### src/verilog/srrc_pkg.sv
// constants and types of the sensor row readout and configuration block
//
// Contract
// - column stage tracks row data while hold is high, then keeps it
// - row start bits 1-10, column start 14-23, dac level 25-31, lsb lowest
// - bit 0 one scans rows bottom to top, zero top to bottom
// - bit 13 zero scans columns left to right, one reverse
// - bit 11 averaging, bit 12 subsampling, bit 24 output count; zero word defaults
// - serial data shifts on shift clock; load strobe takes over the word
// - device drives shift-end output to check the serial chain
// - line sync initialises column address to configured start
// - pixel pair clock advances column selection once line sync seen
// - device drives line end output when column scan reaches line end
// - effective row and column starts are field values times two
// - pixel rate twice pair clock; first pixel while high, next while low
// - frame sync dominates and reinitialises row address on row clock edge
package srrc_pkg;
  localparam int CFG_W      = 32;
  localparam int YDIR_BIT   = 0;
  localparam int YADDR_LSB  = 1;
  localparam int FIELD_W    = 10;
  localparam int XAVG_BIT   = 11;
  localparam int XSUB_BIT   = 12;
  localparam int XDIR_BIT   = 13;
  localparam int XADDR_LSB  = 14;
  localparam int NOUT_BIT   = 24;
  localparam int DAC_LSB    = 25;
  localparam int DAC_W      = 7;
  localparam int ADDR_W     = 11;
  localparam logic [ADDR_W-1:0] ADDR_MAX  = 11'h7FF;
  localparam logic [ADDR_W-1:0] ADDR_ZERO = 11'h000;
  localparam logic [ADDR_W-1:0] ROW_STEP  = 11'h001;
  localparam logic [ADDR_W-1:0] PAIR_STEP = 11'h002;
  localparam logic [ADDR_W-1:0] SUB_STEP  = 11'h004;
  localparam logic [CFG_W-1:0]  CFG_RESET = 32'h0000_0000;
  localparam logic [5:0]        SPI_BITS  = 6'h20;
  localparam int CLK_NS     = 20;
  localparam int SH_MIN_NS  = 100;
  localparam int SH_MAX_NS  = 200;
  localparam int SH_MIN_CYC = (SH_MIN_NS + CLK_NS - 1) / CLK_NS;
  localparam int SH_MAX_CYC = SH_MAX_NS / CLK_NS;
  localparam int ROT_W      = 8;
  localparam logic [ROT_W-1:0] ROT_ZERO = 8'h00;
  localparam logic [ROT_W-1:0] ROT_ONE  = 8'h01;
  localparam logic [ROT_W-1:0] ROT_TOP  = 8'hFF;
  typedef enum logic {ROT_STANDARD, ROT_SAMPLE_HOLD} srrc_rot_t;
  typedef enum logic [1:0] {RP_IDLE, RP_TRACK, RP_HELD, RP_READ} srrc_row_t;
endpackage

### src/verilog/srrc_top.sv
// pixel address fifo and sensor row readout and configuration logic
`timescale 1ns/1ps
module srrc_fifo #(
  parameter int W     = 12,
  parameter int DEPTH = 16
) (
  input  wire logic         clk,
  input  wire logic         reset,
  input  wire logic         in_valid,
  output logic              in_ready,
  input  wire logic [W-1:0] in_data,
  output logic              out_valid_ff,
  input  wire logic         out_ready,
  output logic [W-1:0]      out_data_ff
);
  localparam int AW = $clog2(DEPTH);
  logic [W-1:0]  mem [DEPTH];
  logic [AW-1:0] wr_ptr_ff;
  logic [AW-1:0] rd_ptr_ff;
  logic [AW:0]   cnt_ff;
  logic          push;
  logic          pop;
  assign in_ready = cnt_ff < (AW+1)'(DEPTH);
  assign push = in_valid && in_ready;
  assign pop  = (cnt_ff != '0) && (!out_valid_ff || out_ready);
  always_ff @(posedge clk) begin
    if (push) begin
      mem[wr_ptr_ff] <= in_data;
    end
  end
  always_ff @(posedge clk) begin
    if (reset) begin
      wr_ptr_ff <= '0;
      rd_ptr_ff <= '0;
      cnt_ff    <= '0;
    end else begin
      if (push) begin
        wr_ptr_ff <= wr_ptr_ff + AW'(1);
      end
      if (pop) begin
        rd_ptr_ff <= rd_ptr_ff + AW'(1);
      end
      cnt_ff <= cnt_ff + (AW+1)'(push) - (AW+1)'(pop);
    end
  end
  // output register keeps the port straight from a flop
  always_ff @(posedge clk) begin
    if (reset) begin
      out_valid_ff <= 1'b0;
      out_data_ff  <= '0;
    end else if (pop) begin
      out_valid_ff <= 1'b1;
      out_data_ff  <= mem[rd_ptr_ff];
    end else if (out_ready) begin
      out_valid_ff <= 1'b0;
    end
  end
endmodule // srrc_fifo

module srrc_top #(
  parameter int FIFO_DEPTH = 16
) (
  input  wire logic                        clk,
  input  wire logic                        reset,
  input  wire logic                        spi_clock,
  input  wire logic                        spi_data,
  input  wire logic                        spi_load,
  input  wire logic                        sync_y,
  input  wire logic                        clock_y,
  input  wire logic                        sync_x,
  input  wire logic                        clock_x,
  input  wire logic                        column_sample_hold,
  input  wire logic                        pre_col,
  input  wire logic                        norowsel,
  input  wire logic                        volt_avg,
  input  wire logic                        bus_precharge_a,
  input  wire logic                        bus_precharge_b,
  input  wire logic                        pix_ready,
  output logic                             spi_end_ff,
  output logic                             spi_count_err_ff,
  output logic [srrc_pkg::CFG_W-1:0]       cfg_ff,
  output logic [srrc_pkg::ADDR_W-1:0]      row_addr_ff,
  output logic                             frame_end_ff,
  output logic [srrc_pkg::ADDR_W-1:0]      col_addr_ff,
  output logic                             line_end_ff,
  output logic                             pixel_phase_ff,
  output logic                             overrun_ff,
  output logic                             column_tracking_ff,
  output srrc_pkg::srrc_rot_t              rot_mode_ff,
  output logic [srrc_pkg::ROT_W-1:0]       row_overhead_time_ff,
  output logic                             hold_range_err_ff,
  output logic                             avg_apply_ff,
  output logic                             avg_refused_ff,
  output logic                             bus_precharged_ff,
  output logic                             pix_valid_ff,
  output logic [srrc_pkg::ADDR_W:0]        pix_data_ff
);
  localparam int NS = 13;
  logic [NS-1:0] s1_ff;
  logic [NS-1:0] s2_ff;
  logic [NS-1:0] s3_ff;
  logic [NS-1:0] rise;
  logic sck, sdat, sld, sy, cy, sx, cx, sh, pc, nrs, va, pa, pb;
  logic sck_r, sdat_r, sld_r, sy_r, cy_r, sx_r, cx_r, sh_r, pc_r, nrs_r, va_r, pa_r, pb_r;
  logic [srrc_pkg::CFG_W-1:0] shift_ff;
  logic [5:0]                 bits_ff;
  srrc_pkg::srrc_row_t        row_st_ff;
  logic [srrc_pkg::ROT_W-1:0] hold_cnt_ff;
  logic                       armed_ff;
  logic                       fifo_ready;
  logic                       col_go;
  logic [srrc_pkg::ADDR_W-1:0] row_start;
  logic [srrc_pkg::ADDR_W-1:0] col_start;
  logic [srrc_pkg::ADDR_W-1:0] col_step;
  logic                        hold_fall;
  logic [srrc_pkg::ADDR_W-1:0] col_next;

  // every pin but reset and pix_ready crosses two flops; the bus precharge pulse is only seen if wider than a clk period
  always_ff @(posedge clk) begin
    if (reset) begin
      s1_ff <= '0;
      s2_ff <= '0;
      s3_ff <= '0;
    end else begin
      s1_ff <= {spi_clock, spi_data, spi_load, sync_y, clock_y, sync_x, clock_x,
                column_sample_hold, pre_col, norowsel, volt_avg, bus_precharge_a, bus_precharge_b};
      s2_ff <= s1_ff;
      s3_ff <= s2_ff;
    end
  end
  assign rise = s2_ff & ~s3_ff;
  assign {sck, sdat, sld, sy, cy, sx, cx, sh, pc, nrs, va, pa, pb} = s2_ff;
  assign {sck_r, sdat_r, sld_r, sy_r, cy_r, sx_r, cx_r, sh_r, pc_r, nrs_r, va_r, pa_r, pb_r} = rise;
  assign hold_fall = s3_ff[NS-8] & ~sh;

  // field decode
  assign row_start = {cfg_ff[srrc_pkg::YADDR_LSB +: srrc_pkg::FIELD_W], 1'b0};
  assign col_start = {cfg_ff[srrc_pkg::XADDR_LSB +: srrc_pkg::FIELD_W], 1'b0};
  assign col_step  = cfg_ff[srrc_pkg::XSUB_BIT] ? srrc_pkg::SUB_STEP : srrc_pkg::PAIR_STEP;
  assign col_next  = cfg_ff[srrc_pkg::XDIR_BIT] ? col_addr_ff - col_step : col_addr_ff + col_step;

  // serial chain: bit 0 enters first and ends at the lsb after 32 clocks
  always_ff @(posedge clk) begin
    if (reset) begin
      shift_ff   <= srrc_pkg::CFG_RESET;
      bits_ff    <= '0;
      spi_end_ff <= 1'b0;
    end else if (sld_r) begin
      bits_ff <= '0;
    end else if (sck_r && !sld) begin
      shift_ff   <= {sdat, shift_ff[srrc_pkg::CFG_W-1:1]};
      spi_end_ff <= shift_ff[0];
      // saturates one past the word so a surplus bit still flags
      bits_ff    <= (bits_ff > srrc_pkg::SPI_BITS) ? bits_ff : bits_ff + 6'h01;
    end
  end

  // a miscounted word is still taken; the flag only tells the controller
  always_ff @(posedge clk) begin
    if (reset) begin
      cfg_ff           <= srrc_pkg::CFG_RESET;
      spi_count_err_ff <= 1'b0;
    end else if (sld_r) begin
      cfg_ff           <= shift_ff;
      spi_count_err_ff <= bits_ff != srrc_pkg::SPI_BITS;
    end
  end

  // row addressing, sync dominant
  always_ff @(posedge clk) begin
    if (reset) begin
      row_addr_ff  <= srrc_pkg::ADDR_ZERO;
      frame_end_ff <= 1'b0;
    end else if (cy_r) begin
      if (sy) begin
        row_addr_ff  <= row_start;
        frame_end_ff <= 1'b0;
      end else if (!frame_end_ff) begin
        if (cfg_ff[srrc_pkg::YDIR_BIT]) begin
          row_addr_ff  <= row_addr_ff - srrc_pkg::ROW_STEP;
          frame_end_ff <= row_addr_ff == srrc_pkg::ROW_STEP;
        end else begin
          row_addr_ff  <= row_addr_ff + srrc_pkg::ROW_STEP;
          frame_end_ff <= row_addr_ff == srrc_pkg::ADDR_MAX - srrc_pkg::ROW_STEP;
        end
      end
    end
  end

  // column advance stalls while the fifo is full; a start address pushed on line sync is dropped when it is full
  assign col_go = cx_r && !sx && armed_ff && !line_end_ff && fifo_ready;
  always_ff @(posedge clk) begin
    if (reset) begin
      col_addr_ff <= srrc_pkg::ADDR_ZERO;
      armed_ff    <= 1'b0;
      line_end_ff <= 1'b0;
    end else if (cx_r && sx) begin
      col_addr_ff <= col_start;
      armed_ff    <= 1'b1;
      line_end_ff <= 1'b0;
    end else if (col_go) begin
      col_addr_ff <= col_next;
      if (cfg_ff[srrc_pkg::XDIR_BIT]) begin
        line_end_ff <= col_addr_ff < (col_step << 1);
      end else begin
        line_end_ff <= col_addr_ff > srrc_pkg::ADDR_MAX - (col_step << 1);
      end
    end else if (cy_r) begin
      armed_ff <= 1'b0;
    end
  end

  // set needs line sync low and clear needs it high, so a stalled edge and a new line sync never meet
  always_ff @(posedge clk) begin
    if (reset) begin
      overrun_ff <= 1'b0;
    end else if (cx_r && !sx && armed_ff && !line_end_ff && !fifo_ready) begin
      overrun_ff <= 1'b1;
    end else if (cx_r && sx) begin
      overrun_ff <= 1'b0;
    end
  end

  always_ff @(posedge clk) begin
    if (reset) begin
      pixel_phase_ff <= 1'b0;
    end else begin
      pixel_phase_ff <= armed_ff && cx;
    end
  end

  // row overhead sequencing
  always_ff @(posedge clk) begin
    if (reset) begin
      row_st_ff   <= srrc_pkg::RP_IDLE;
      hold_cnt_ff <= srrc_pkg::ROT_ZERO;
    end else begin
      unique case (row_st_ff)
        // a new row may start from the held window without any pixel read
        srrc_pkg::RP_IDLE, srrc_pkg::RP_HELD, srrc_pkg::RP_READ: begin
          if (nrs_r || pc_r) begin
            row_st_ff   <= sh ? srrc_pkg::RP_TRACK : srrc_pkg::RP_READ;
            hold_cnt_ff <= srrc_pkg::ROT_ONE;
          end else if (row_st_ff == srrc_pkg::RP_HELD && cx_r) begin
            row_st_ff <= srrc_pkg::RP_READ;
          end
        end
        srrc_pkg::RP_TRACK: begin
          if (hold_fall) begin
            row_st_ff <= srrc_pkg::RP_HELD;
          end else if (hold_cnt_ff != srrc_pkg::ROT_TOP) begin
            hold_cnt_ff <= hold_cnt_ff + srrc_pkg::ROT_ONE;
          end
        end
      endcase
    end
  end

  always_ff @(posedge clk) begin
    if (reset) begin
      column_tracking_ff   <= 1'b0;
      rot_mode_ff          <= srrc_pkg::ROT_STANDARD;
      row_overhead_time_ff <= srrc_pkg::ROT_ZERO;
      hold_range_err_ff    <= 1'b0;
    end else begin
      column_tracking_ff <= sh;
      if (row_st_ff == srrc_pkg::RP_TRACK && !sh) begin
        rot_mode_ff          <= srrc_pkg::ROT_SAMPLE_HOLD;
        row_overhead_time_ff <= hold_cnt_ff;
        hold_range_err_ff    <= (hold_cnt_ff < srrc_pkg::ROT_W'(srrc_pkg::SH_MIN_CYC)) ||
                                (hold_cnt_ff > srrc_pkg::ROT_W'(srrc_pkg::SH_MAX_CYC));
      end else if (row_st_ff != srrc_pkg::RP_TRACK && (nrs_r || pc_r) && !sh) begin
        rot_mode_ff <= srrc_pkg::ROT_STANDARD;
      end
    end
  end

  // averaging only lands in the held window of a sample-and-hold row
  always_ff @(posedge clk) begin
    if (reset) begin
      avg_apply_ff   <= 1'b0;
      avg_refused_ff <= 1'b0;
    end else begin
      avg_apply_ff   <= va_r && cfg_ff[srrc_pkg::XAVG_BIT] && row_st_ff == srrc_pkg::RP_HELD;
      avg_refused_ff <= va_r && !(cfg_ff[srrc_pkg::XAVG_BIT] && row_st_ff == srrc_pkg::RP_HELD);
    end
  end

  always_ff @(posedge clk) begin
    if (reset) begin
      bus_precharged_ff <= 1'b0;
    end else begin
      bus_precharged_ff <= (pa_r && pb) || (pb_r && pa);
    end
  end

  srrc_fifo #(.W(srrc_pkg::ADDR_W + 1), .DEPTH(FIFO_DEPTH)) u_fifo (
    .clk          (clk),
    .reset        (reset),
    .in_valid     (col_go || (cx_r && sx)),
    .in_ready     (fifo_ready),
    .in_data      ({cfg_ff[srrc_pkg::NOUT_BIT], col_go ? col_next : col_start}),
    .out_valid_ff (pix_valid_ff),
    .out_ready    (pix_ready),
    .out_data_ff  (pix_data_ff)
  );

  a_cfg_load: assert property (@(posedge clk) disable iff (reset) sld_r |=> cfg_ff == $past(shift_ff))
    else $error("config word not taken on load");
  a_spi_end: assert property (@(posedge clk) disable iff (reset)
    (sck_r && !sld && !sld_r) |=> spi_end_ff == $past(shift_ff[0]))
    else $error("shift end output wrong");
  a_col_init: assert property (@(posedge clk) disable iff (reset)
    (cx_r && sx) |=> col_addr_ff == {$past(cfg_ff[srrc_pkg::XADDR_LSB +: srrc_pkg::FIELD_W]), 1'b0})
    else $error("column start not loaded");
  a_row_init: assert property (@(posedge clk) disable iff (reset)
    (cy_r && sy) |=> row_addr_ff == {$past(cfg_ff[srrc_pkg::YADDR_LSB +: srrc_pkg::FIELD_W]), 1'b0})
    else $error("row start not loaded");
  a_row_down: assert property (@(posedge clk) disable iff (reset)
    (cy_r && !sy && !frame_end_ff && !cfg_ff[srrc_pkg::YDIR_BIT]) |=> row_addr_ff == $past(row_addr_ff) + 11'h001)
    else $error("top to bottom row step wrong");
  a_col_step: assert property (@(posedge clk) disable iff (reset)
    (col_go && !cfg_ff[srrc_pkg::XDIR_BIT]) |=> col_addr_ff == $past(col_addr_ff) + $past(col_step))
    else $error("left to right column step wrong");
  a_hold_time: assert property (@(posedge clk) disable iff (reset)
    (row_st_ff == srrc_pkg::RP_TRACK && !sh) |=> row_overhead_time_ff == $past(hold_cnt_ff))
    else $error("row overhead not captured");
  a_avg_gate: assert property (@(posedge clk) disable iff (reset)
    avg_apply_ff |-> $past(row_st_ff) == srrc_pkg::RP_HELD && $past(cfg_ff[srrc_pkg::XAVG_BIT]))
    else $error("averaging outside held window");
  a_phase: assert property (@(posedge clk) disable iff (reset) pixel_phase_ff |-> $past(cx) && $past(armed_ff))
    else $error("pixel phase not tied to pair clock");
  a_line_end: assert property (@(posedge clk) disable iff (reset) line_end_ff |=> !col_go)
    else $error("column advanced past line end");
endmodule // srrc_top

### config.mk
export PLATFORM = sky130hd
export DESIGN_NAME = srrc_top
export DESIGN_NICKNAME = d
export VERILOG_FILES = /design/src/verilog/srrc_pkg.sv /design/src/verilog/srrc_top.sv
export SDC_FILE = /design/constraint.sdc
export NUM_CORES = 1
export LEC_CHECK = 0
export BUFFER_PORTS_ARGS = -buffer_cell sky130_fd_sc_hd__buf_2
export CORE_UTILIZATION = 46
export DETAILED_ROUTE_END_ITERATION = 10
export GPL_ROUTABILITY_DRIVEN = 1
export RECOVER_POWER = 25
export SLEW_MARGIN = 10
export SYNTH_ARGS = -nofsm -noshare
export SYNTH_HDL_FRONTEND = slang
export SYNTH_SLANG_ARGS = --single-unit
### constraint.sdc
create_clock -name clk -period 3.9 [get_ports clk]
set_input_delay 0.39 -clock clk [delete_from_list [all_inputs] [get_ports clk]]
set_output_delay 0.39 -clock clk [all_outputs]
set_load 0.05 [all_outputs]
Word level (Yosys, flattened, before mapping)
Memory sizes are Yosys's and may differ from the RTL's. A register that Yosys moved wholly into a read port is not among the register bits.
Cells that the tools add are included.
{ "totals": {"ff_bits": 176, "mem_bits_rw": 192, "input_bits": 16, "out_inout_bits": 87, "elab_cells": 148, "n_memories": 1} }
{ "classes": {"add_sub_neg": 11, "n_lt_le_gt_ge": 6, "n_eq_ne": 15, "muxes": 32, "n_bitwise": 6, "n_reduce_logical": 48} }
{ "mem_list": {"columns": ["memory", "depth", "width", "read_ports", "rd_ports_with_merged_regs", "wr", "line", "text"], "rows": [
  ["u_fifo.mem", 16, 12, 1, 1, 1, "srrc_top.sv:17", "logic [W-1:0] mem [DEPTH];"]
]} }
{ "ops": {"columns": ["operator", "count"], "rows": [
  ["two-way mux 11 bit", 7],
  ["two-way mux 8 bit", 3],
  ["logical AND 1 bit", 20],
  ["case mux 8 bit (2 select lines)", 1],
  ["two-way mux 1 bit", 15],
  ["AND 13 bit", 1],
  ["inverter 13 bit", 1],
  ["adder 11 x 1 -> 11 bit, second input constant", 1],
  ["adder 11 x 3 -> 11 bit", 1],
  ["equality test 11 x 1 -> 1 bit, second input constant", 1],
  ["equality test 11 bit, second input constant", 1],
  ["> comparator 11 bit", 1],
  ["< comparator 11 x 4 -> 1 bit", 1],
  ["subtractor 11 x 1 -> 11 bit, second input constant", 1],
  ["subtractor 11 x 3 -> 11 bit", 1],
  ["AND reduction 2 bit", 5],
  ["nonzero test 2 bit", 5],
  ["adder 4 x 1 -> 4 bit, second input constant", 2],
  ["adder 8 x 1 -> 8 bit, second input constant", 1],
  ["> comparator 8 x 4 -> 1 bit, second input constant", 1],
  ["< comparator 8 x 3 -> 1 bit, second input constant", 1],
  ["two-way mux 2 bit", 4],
  ["inequality test 2 bit, second input constant", 4],
  ["inequality test 8 bit, second input constant", 1],
  ["22 further kinds", 38]
]} }

Longest topological paths before layout
Gate-level depths: netlist of run 1.
{ "depth": {"word_depth": 10, "depth_mapped": 16, "ltp_nobuf": 14} }

Modules after synthesis
From an unflattened synthesis of run 1, not the netlist that was laid out.
{ "hier_totals": {"cells_unflattened": 1172, "hier_area_um2": 15214.6} }
{ "by_module_without_submodules": {"columns": ["mod", "n_inst", "cells_each", "area_per_inst_um2", "seq_area_each_um2"], "rows": [
  ["srrc_fifo", 1, 428, 8565.7, 6286.0],
  ["srrc_top", 1, 744, 6648.9, 3143.0]
]} }

Worst setup path after synthesis of run 1
OpenSTA, ideal clock, no wires.
{ "synth_timing": {"path_type": "flip-flop to flip-flop", "start": "register cfg_ff[13] (netlist bit)", "end": "memory u_fifo.mem[0][7] (data pin)", "setup_ps": 330, "t_arrival_ps": 2621, "required_ps": 3570, "setup_slack_ps": 949, "path_stages_with_launch": 8, "n_path_buf": 0, "period_less_slack_ps": 2951, "path_cell_list": "dfxtp_1 -> nor2b_1 -> ha_1 -> o21ai_0 -> a22oi_1 -> a21boi_0 -> xor2_1 -> o21ai_0"} }
{ "synth_between": {"elab_chain_cells": 2} }
{ "synth_rtl": {"columns": ["element", "line", "text"], "rows": [
  ["start: declaration", "srrc_top.sv:81", "output logic [srrc_pkg::CFG_W-1:0] cfg_ff,"],
  ["start signal: assignment", "srrc_top.sv:161", "cfg_ff <= srrc_pkg::CFG_RESET;"],
  ["start signal: assignment", "srrc_top.sv:164", "cfg_ff <= shift_ff;"],
  ["two-way mux 11 bit", "srrc_top.sv:140", "assign col_next = cfg_ff[srrc_pkg::XDIR_BIT] ? col_addr_ff - col_step : col_addr_ff + col_step;"],
  ["two-way mux 11 bit", "srrc_top.sv:302", ".in_data ({cfg_ff[srrc_pkg::NOUT_BIT], col_go ? col_next : col_start}),"],
  ["named net u_fifo.in_data[7]", "srrc_top.sv:11", "input wire logic [W-1:0] in_data,"],
  ["end: declaration", "srrc_top.sv:17", null]
]} }
The timed path passes the listed nets, and every way through them passes these cells.

Worst setup path in the final report of run 1
{ "layout_timing": {"start": "register u_fifo.cnt_ff[3]", "end": "register u_fifo.cnt_ff[4]"} }
{ "layout_between": {"elab_chain_cells": 6, "elab_cells_between_ends": 8, "cone_classes": "2 x add/sub; 1 x order compare; 5 x reduce/logical"} }
{ "layout_rtl": {"columns": ["element", "line", "text"], "rows": [
  ["start: declaration", "srrc_top.sv:20", "logic [AW:0] cnt_ff;"],
  ["start signal: assignment", "srrc_top.sv:43", "cnt_ff <= cnt_ff + (AW+1)'(push) - (AW+1)'(pop);"],
  ["< comparator 5 bit", "srrc_top.sv:23", "assign in_ready = cnt_ff < (AW+1)'(DEPTH);"],
  ["logical AND 1 bit", "srrc_top.sv:191", "assign col_go = cx_r && !sx && armed_ff && !line_end_ff && fifo_ready;"],
  ["logical OR 1 bit", "srrc_top.sv:300", ".in_valid (col_go || (cx_r && sx)),"],
  ["logical AND 1 bit", "srrc_top.sv:24", "assign push = in_valid && in_ready;"],
  ["adder 5 x 1 -> 5 bit", "srrc_top.sv:43", null],
  ["subtractor 5 x 1 -> 5 bit (*)", "srrc_top.sv:43", null]
]} }
Mark *: on every way between the ends. The rest lies on a longest branch, timed or not.
A chain may end at the register's enable or synchronous reset.

==> impl.org, run 1 <==
** STA
- RSZ-0062 raised after global routing :: false
- Final hold violation count :: 0
- Minimum hold slack :: 83.6 ps
- Actual slew at the worst max-slew pin :: 2280 ps
- The clock arrives with 18.8 ps of skew.
- Share of the clock period used by the worst path after layout :: 73.3%
- Total negative slack :: 0 ps
- Measured against its own limit, the worst slew margin works out to -52.0%.
- Setup violations remaining at the end of the flow were counted as 0.
- Based on the critical path, the design can be clocked at up to between 300 and 400 MHz.
- The smallest clock period supported by the final layout is computed as 2860 ps.
- The final max-slew violation count came to 206.

** Clock tree
- Max H-tree Level :: 2
- At the later pin of the worst-skew pair, clock insertion delay measures 520 ps.
- Buffers added to address setup during post-CTS repair amount to 0.
- Resized Gates After CTS :: 0
- After clock tree synthesis, the clock-pin slew on the worst setup and hold paths is 60 ps.
- Num Clock Sinks :: 375
- The longest clock path from root to sink contains 3 buffers.
- CTS Hold Buffers Added :: 0
- In this run, CTS created clock tree buffers numbering 39.
- TritonCTS built the clock tree.
- Clk root buf :: sky130_fd_sc_hd__clkbuf_16

** Cells and area
- Once layout is complete, the cells apart from fillers number 1750.
- Leading cell types in the layout, fill and taps excluded :: 192 x sky130_fd_sc_hd__edfxtp_1, 180 x sky130_fd_sc_hd__dfxtp_1, 124 x sky130_fd_sc_hd__nand2_1
- Leaving out fill and tap cells, the most frequent cell in the layout is sky130_fd_sc_hd__edfxtp_1.
- The area growth from synthesis to layout is 14.6%.
- At the end of the flow the core is filled with cells to between 50% and 60%.
- Ratio of cells with drive above 1 in the final layout :: 15.2%
- Nets :: between 1000 and 1500

** GRT
- In the global route stage, overall resource usage came out at 19.7%.
- The first global-routing pass estimated a little over 50000 microns of wire.
- Remaining Overflow, GRT :: 0
- Maximum number of pins on one net before global-route repair :: 84
- Via count of the first global-routing pass :: 9083
- The initial antenna violation count came to 0.

** Critical path
- Startpoint types :: flip-flop
- Number of cells traversed by the worst register-to-register path :: 15
- The setup path with the least slack is of type flip-flop to flip-flop.
- At the worst endpoint, the arrival time is roughly 3300 ps.
- In this run the worst path has a maximum fanout of 30.
- At the worst endpoint, the required time is 4320 ps.
- Endpoint kind of the worst setup timing path :: flip-flop

** Job
- Number of max-capacitance violations reported :: 4

** Placement
- DP Cell Count :: 1680
- Routability-driven placement finished with a final weighted congestion of 0.797.
- Port buffering added 101 buffers.
- Half-perimeter wire length of the detailed placement result :: slightly above 20000 microns

** Die
- Area of the die :: 33300 sq um
- Width of the die :: 182 microns
- The die is 182 microns tall.
- Effective utilization at floorplan :: around 47%
- Number of ports placed on the die boundary :: 103
- Placeable core area :: 31800 sq um
- Row generation in the floorplan step produced 65 rows.

** Yosys
- Post-synthesis sequential element count :: 375
- The Yosys step of the flow raised 0 warnings.
- Portion of the post-synthesis area used by sequential elements :: a little over three fifths
- Post-synth top area share :: 38.5%
- Number of flops mapped to enable cells by yosys :: about 190
- Synthesized area divided by synthesized cell count :: roughly 13 sq um
- Commonest register cell after synthesis :: sky130_fd_sc_hd__edfxtp_1
- The largest total area in the synthesized netlist belongs to sky130_fd_sc_hd__edfxtp_1.
- Synth unique cells :: 64
- By area the synthesized netlist is led by sky130_fd_sc_hd__edfxtp_1 38%, sky130_fd_sc_hd__dfxtp_1 24%, sky130_fd_sc_hd__mux4_2 7.2%.
- After synthesis the cells add up to 15000 sq um.
- After technology mapping, the gate count stands at approximately 1200.
- Fraction of registers with async set/reset :: 0%

** Route
- For this block, the routed nets add up to 32200 microns of wire.
- For this block, the via count after detailed routing is 9360.
- Number of DRC markers in iteration 0 :: about 560
- In the final routed layout, each cell accounts on average for 18.4 microns.
- DR pass1 iterations :: 5
- Dividing the detail-routed via count by the number of cells gives about 5.3.
- Once detail routing completed, the nets flagged for antenna violations numbered 0.
- DR DRC count :: 0

** Pwr
- The worst-case IR drop observed on VDD is 0.325 mV.
- Pleak :: 5.80 nW
- PwrDens :: between 500 and 600 nW/um^2

** Worst hold path
- Counting instances, the worst hold path has a depth of 2.
- The path class of the tightest hold or removal check is primary input to flip-flop.

** Outcome
- The final reports fail on max-capacitance violations, max-slew violations.
- Status :: complete, but fails checks
[power breakdown]
part | leakage, nW | internal [mW] | switching [mW] | total (mW)
clock | 0.600 | 2.10 | 1.45 | 3.55
sequential | 3.10 | 4.23 | 0.219 | 4.45
combinational | 2.10 | 0.548 | 0.730 | 1.28
[through the flow]
step	power [mW]	setup slack, ps	area (sq um)
final	9.28	1040	17200
after global routing	9.68	772	17200
after CTS	9.41	1040	17300
after global placement	5.83	1140	16000
after detailed placement	5.85	1060	16000
after floorplan	5.54	949	15000
[logic make-up (layout without fill, tap and decap cells)]
logic type	count (synthesis)	in the layout	synth area share, %
muxes	74	74	9.08
and+or+nand+nor	340	340	11.2
DFF	375	375	62.9
xor gates and xnor gates	25	25	1.46
AOI/OAI and AO/OA	217	217	9.62
other	1	18	0.0250
buffers and inverters	99	231	2.74
adders and majority gates	35	35	2.97
[worst max-delay path: stages, from the launching register on]
cell and delay (ps):
sky130_fd_sc_hd__dfxtp_1 320, sky130_fd_sc_hd__inv_1 80, sky130_fd_sc_hd__ha_1 130, sky130_fd_sc_hd__nor4b_1 370
sky130_fd_sc_hd__nor2b_2 80, sky130_fd_sc_hd__buf_4 240, sky130_fd_sc_hd__ha_1 320, sky130_fd_sc_hd__inv_1 50
sky130_fd_sc_hd__ha_1 200, sky130_fd_sc_hd__inv_1 70, sky130_fd_sc_hd__fa_1 200, sky130_fd_sc_hd__inv_1 40
sky130_fd_sc_hd__a21oi_1 130, sky130_fd_sc_hd__nor2_1 60, sky130_fd_sc_hd__or3_1 330, sky130_fd_sc_hd__a21oi_1 130
[final cells by class]
type,count,area (sq um)
antenna,1,2.50
clock buffer,59,1150
clock inverter,10,72.6
fill,2711,14600
inverter,31,116
multi-input combinational,708,5210
sequential,375,9430
tap,435,544
timing repair buffer,131,649
[synth_stat cells (all sizes together) (15+ instances only)]
cell	number
edfxtp	192
dfxtp	183
nand2	124
a21oi	77
nor2	69
nor2b	58
mux4	48
clkbuf	47
ha	34
a22o	32
inv	31
a211oi	28
buf	21
o21ai	20
nand3	15
o22ai	15
[state kept, by name (all words and copies together) (netlist names), 2 cells and up]
register and count:
s2_ff 13, u_fifo.wr_ptr_ff 4, u_fifo.rd_ptr_ff 4, shift_ff 32, row_overhead_time_ff 8, u_fifo.cnt_ff 5
row_st_ff 2, hold_cnt_ff 8, u_fifo.mem 192, bits_ff 6, col_addr_ff 10, cfg_ff 32
s3_ff 10, row_addr_ff 11, u_fifo.out_data_ff 12, s1_ff 13
[layer usage]
metal	track usage [%]	up-vias	routed length (microns)
li1	-	4502	-
met1	26.3	4606	14300
met2	32.9	211	15400
met3	4.05	41	1880
met4	4.61	0	546
met5	0	-	0
[path summary, 6_finish.rpt]
check                                      start          endpoint  slack (ps)
worst min register to register          s1_ff[0]          s2_ff[0]         430
worst max-delay path            u_fifo.cnt_ff[3]  u_fifo.cnt_ff[4]        1040
worst max register to register  u_fifo.cnt_ff[3]  u_fifo.cnt_ff[4]        1040
worst min-delay path                    spi_data         s1_ff[11]          80
Power figures use the tool's default switching activity.
==> run 2: changes to the inputs <==
--- a/config.mk
+++ b/config.mk
@@ -9,6 +9,7 @@
 export CORE_UTILIZATION = 46
 export DETAILED_ROUTE_END_ITERATION = 10
 export GPL_ROUTABILITY_DRIVEN = 1
+export PLACE_DENSITY = 0.66
 export RECOVER_POWER = 25
 export SLEW_MARGIN = 10
 export SYNTH_ARGS = -nofsm -noshare
==> constraint.sdc (replaced) <==
create_clock -name clk -period 2.5 [get_ports clk]
set_input_delay 0.25 -clock clk [delete_from_list [all_inputs] [get_ports clk]]
set_output_delay 0.25 -clock clk [all_outputs]
set_load 0.05 [all_outputs]
==> run 2 against run 1 <==
Net effect:
- critical path type unchanged
- sequential share of layout area down 1.7 points
- final cell count up 2.5%
- final area up 3.2%
- power up 62%
- global-route usage up 0.37 points
- the flow still finishes with violations (max-capacitance violations, max-slew violations)
- setup slack worse by 1000 ps
==> impl.org, run 2 (synthesis results as in run 1) <==
** GRT
- Global routing used 20.1% of the available tracks.
- Via count of the first global-routing pass :: 9332
- Maximum number of pins on one net before global-route repair :: 56
- The first global-routing pass estimated 52100 microns of wire.
- Remaining Overflow, GRT :: 0
- The initial antenna violation count was 0.

** Clock tree
- Number of buffers created by CTS :: 39
- Skew-Pair Late Insertion Delay :: between 500 and 600 ps
- Max H-tree Level :: 2
- No sink is reached through more buffers than the 3 on the longest clock path.
- Clk root buf :: sky130_fd_sc_hd__clkbuf_16
- The clock net in this run drives a total of 375 sinks.
- Clock-pin slew was measured on the worst setup and hold paths at 60 ps.
- TritonCTS built the clock tree.

** STA
- Fmax :: 404 MHz
- In the finished design, the share of the clock period the worst path needs comes to 98.9%.
- Counting I/O delays and the setup requirement, the final critical path takes 2470 ps.
- Once routing completed, OpenROAD measured the worst setup slack at 27.3 ps.
- For the final database, setup skew stands at 29.0 ps.
- Setup violations remaining at the end of the flow were counted as 0.
- Worst rel slew slack :: -39.7%
- Actual slew at the worst max-slew pin :: 2100 ps
- Number of pins with negative max-slew slack in the final report :: 77
- The final-report hold violation count was 0.

** Outcome
- The flow ran to the end, but the final reports show violations.
- Violations in the final reports :: max-capacitance violations, max-slew violations

** Route
- Once detail routing completed, the nets flagged for antenna violations numbered 0.
- Wire length after detailed routing :: 33200 microns
- The first detailed-routing pass ran for 7 iterations.
- In the routed layout, each cell is associated on average with a via count of 5.39.
- DR DRC count :: 0
- For this block, the via count after detailed routing is 9666.
- Number of DRC markers in iteration 0 :: 671
- In the final routed layout, each cell accounts on average for between 15 and 20 microns.

** Critical path
- The worst register-to-register path has a setup slack of between 20 and 30 ps.
- Data arrival time of the critical path :: 2690 ps
- Maximum net fanout on the critical path :: 9
- Critical path cell sequence :: nor2b_1, ha_1, o21ai_1, a22oi_1, buf_4, a21oi_1, mux2i_2, nand2_1
- Data on the critical path is required at its endpoint by between 2000 and 3000 ps.
- Endpoint kind of the worst setup timing path :: flip-flop
- Startpoint types :: flip-flop
- The worst setup path is of the flip-flop to flip-flop kind.
- The largest single stage delay on the critical path is 430 ps.
- Worst path slowest cell :: sky130_fd_sc_hd__dfxtp_2

** Cells and area
- Ratio of cells with drive above 1 in the final layout :: 20.2%
- At the end of the flow, the number of nets in the layout was ~1400.
- Synth-to-Final Area Change :: 18.3%
- The register with the most flip-flops in the layout has 192 of them.
- Most flop-heavy register :: u_fifo.mem
- Leading cell types in the layout, fill and taps excluded :: 192 x sky130_fd_sc_hd__edfxtp_1, 176 x sky130_fd_sc_hd__dfxtp_1, 124 x sky130_fd_sc_hd__nand2_1
- In the final layout, the registers with the most flip-flops are u_fifo.mem (192), cfg_ff (32), shift_ff (32).
- After routing the design area is 17700 sq um.
- The library cell used most frequently in the layout, excluding fill and tap cells, is sky130_fd_sc_hd__edfxtp_1.
- Excluding fillers, the count of instances in the completed layout stands at 1793.
- Counting the fill cells in the layout gives 2664.
- Count of antenna diodes in the layout :: 0

** Placement
- DP Cell Count :: 1706
- Port buffering added just over 100 buffers.
- Setup slack after placement :: 39.6 ps
- Detailed placement finished with a half-perimeter wire length of 21400 microns.
- Total placed instance area :: 16300 sq um
- At the end of routability-driven placement, the weighted congestion stood at 0.873.

** Die
- From left edge to right edge, the die measures 182 microns.
- Placeable core area :: 31800 sq um
- The die covers 33300 sq um.
- Die span in y :: roughly 180 microns
- Pin placement for this block handled 103 I/O pins.
- Effective utilization at floorplan :: 47.1%
- Site Rows :: 65

** Pwr
- PwrDens :: 846 nW/um^2
- Worst voltage drop across the vdd grid :: 0.582 mV
- After layout, the design draws a total of 15.0 mW.
- Pleak :: 6.15 nW

** Worst hold path
- Hold Path Class :: primary input to flip-flop

** Job
- The tool flagged a number of max-cap violations equal to 2.
[run 2: changes by cell type in the layout (fill, tap and decap cells not counted), sizes merged]
cell and change:
buf +40, bufinv +1, clkbuf -19, clkinv +5
clkinvlp +1, diode -1, dlygate4sd3 +13, inv +1
nand2 +2
[run 2: worst max-delay path, delay by kind of cell, from the launching register on]
family	cells	cell delay [ps]
simple gates	2	410
fa+ha+maj	1	260
flops	1	430
buf+inv	1	170
compound gates	3	520
mux	1	360
[run 2: cell type report]
class | count | area (sq um) | share of cell area (%)
multi-input cells | 710 | 5300 | 29.9
clock inverters | 18 | 184 | 1.04
well taps | 435 | 544 | 3.07
clock buffers | 53 | 1110 | 6.27
repair buffers | 171 | 1030 | 5.80
inverters | 31 | 116 | 0.657
flip-flops and latches | 375 | 9440 | 53.3
[run 2: timing repair]
item                                    4_1_cts  5_1_grt
resized for setup                             1        8
pin swaps                                     0        3
hold buffers                                 13        0
endpoints found under the setup margin        1       67
setup buffers                                 0        1
hold endpoints to repair                     13        0
cloned                                        0        2
[run 2: report_power, final]
group	internal, mW	total, mW	switching, mW
clock network	3.35	5.69	2.34
registers	6.60	6.83	0.225
logic	1.10	2.47	1.37
total	11.1	15.0	3.93
[run 2: worst paths after layout]
path | startpoint | to | depth (start not counted)
setup / recovery | cfg_ff[13] | u_fifo.mem[5][9] | 8
hold / removal | pix_ready | u_fifo.out_valid_ff | 3
setup reg to reg | cfg_ff[13] | u_fifo.mem[5][9] | 8
hold reg to reg | s1_ff[7] | s2_ff[7] | 1
[run 2: stage by stage]
stage | hold WS (ps) | setup TNS [ps] | utilization (%)
after floorplan | 378 | -22.3 | -
final | 37.5 | 0 | 55.7
after detailed placement | 423 | 0 | 51.4
after global routing | 56.6 | -534 | 55.7
after CTS | 40.5 | 0 | 55.8
after global placement | 418 | 0 | 51.4
[run 2: per-layer routing]
metal | track usage, % | vias up | share of wire (%)
met3 | 3.77 | 41 | 5.8
met4 | 5.68 | 0 | 1.8
met1 | 27.8 | 4753 | 45
met2 | 32.2 | 255 | 47
li1 | - | 4617 | -
met5 | 0 | - | 0
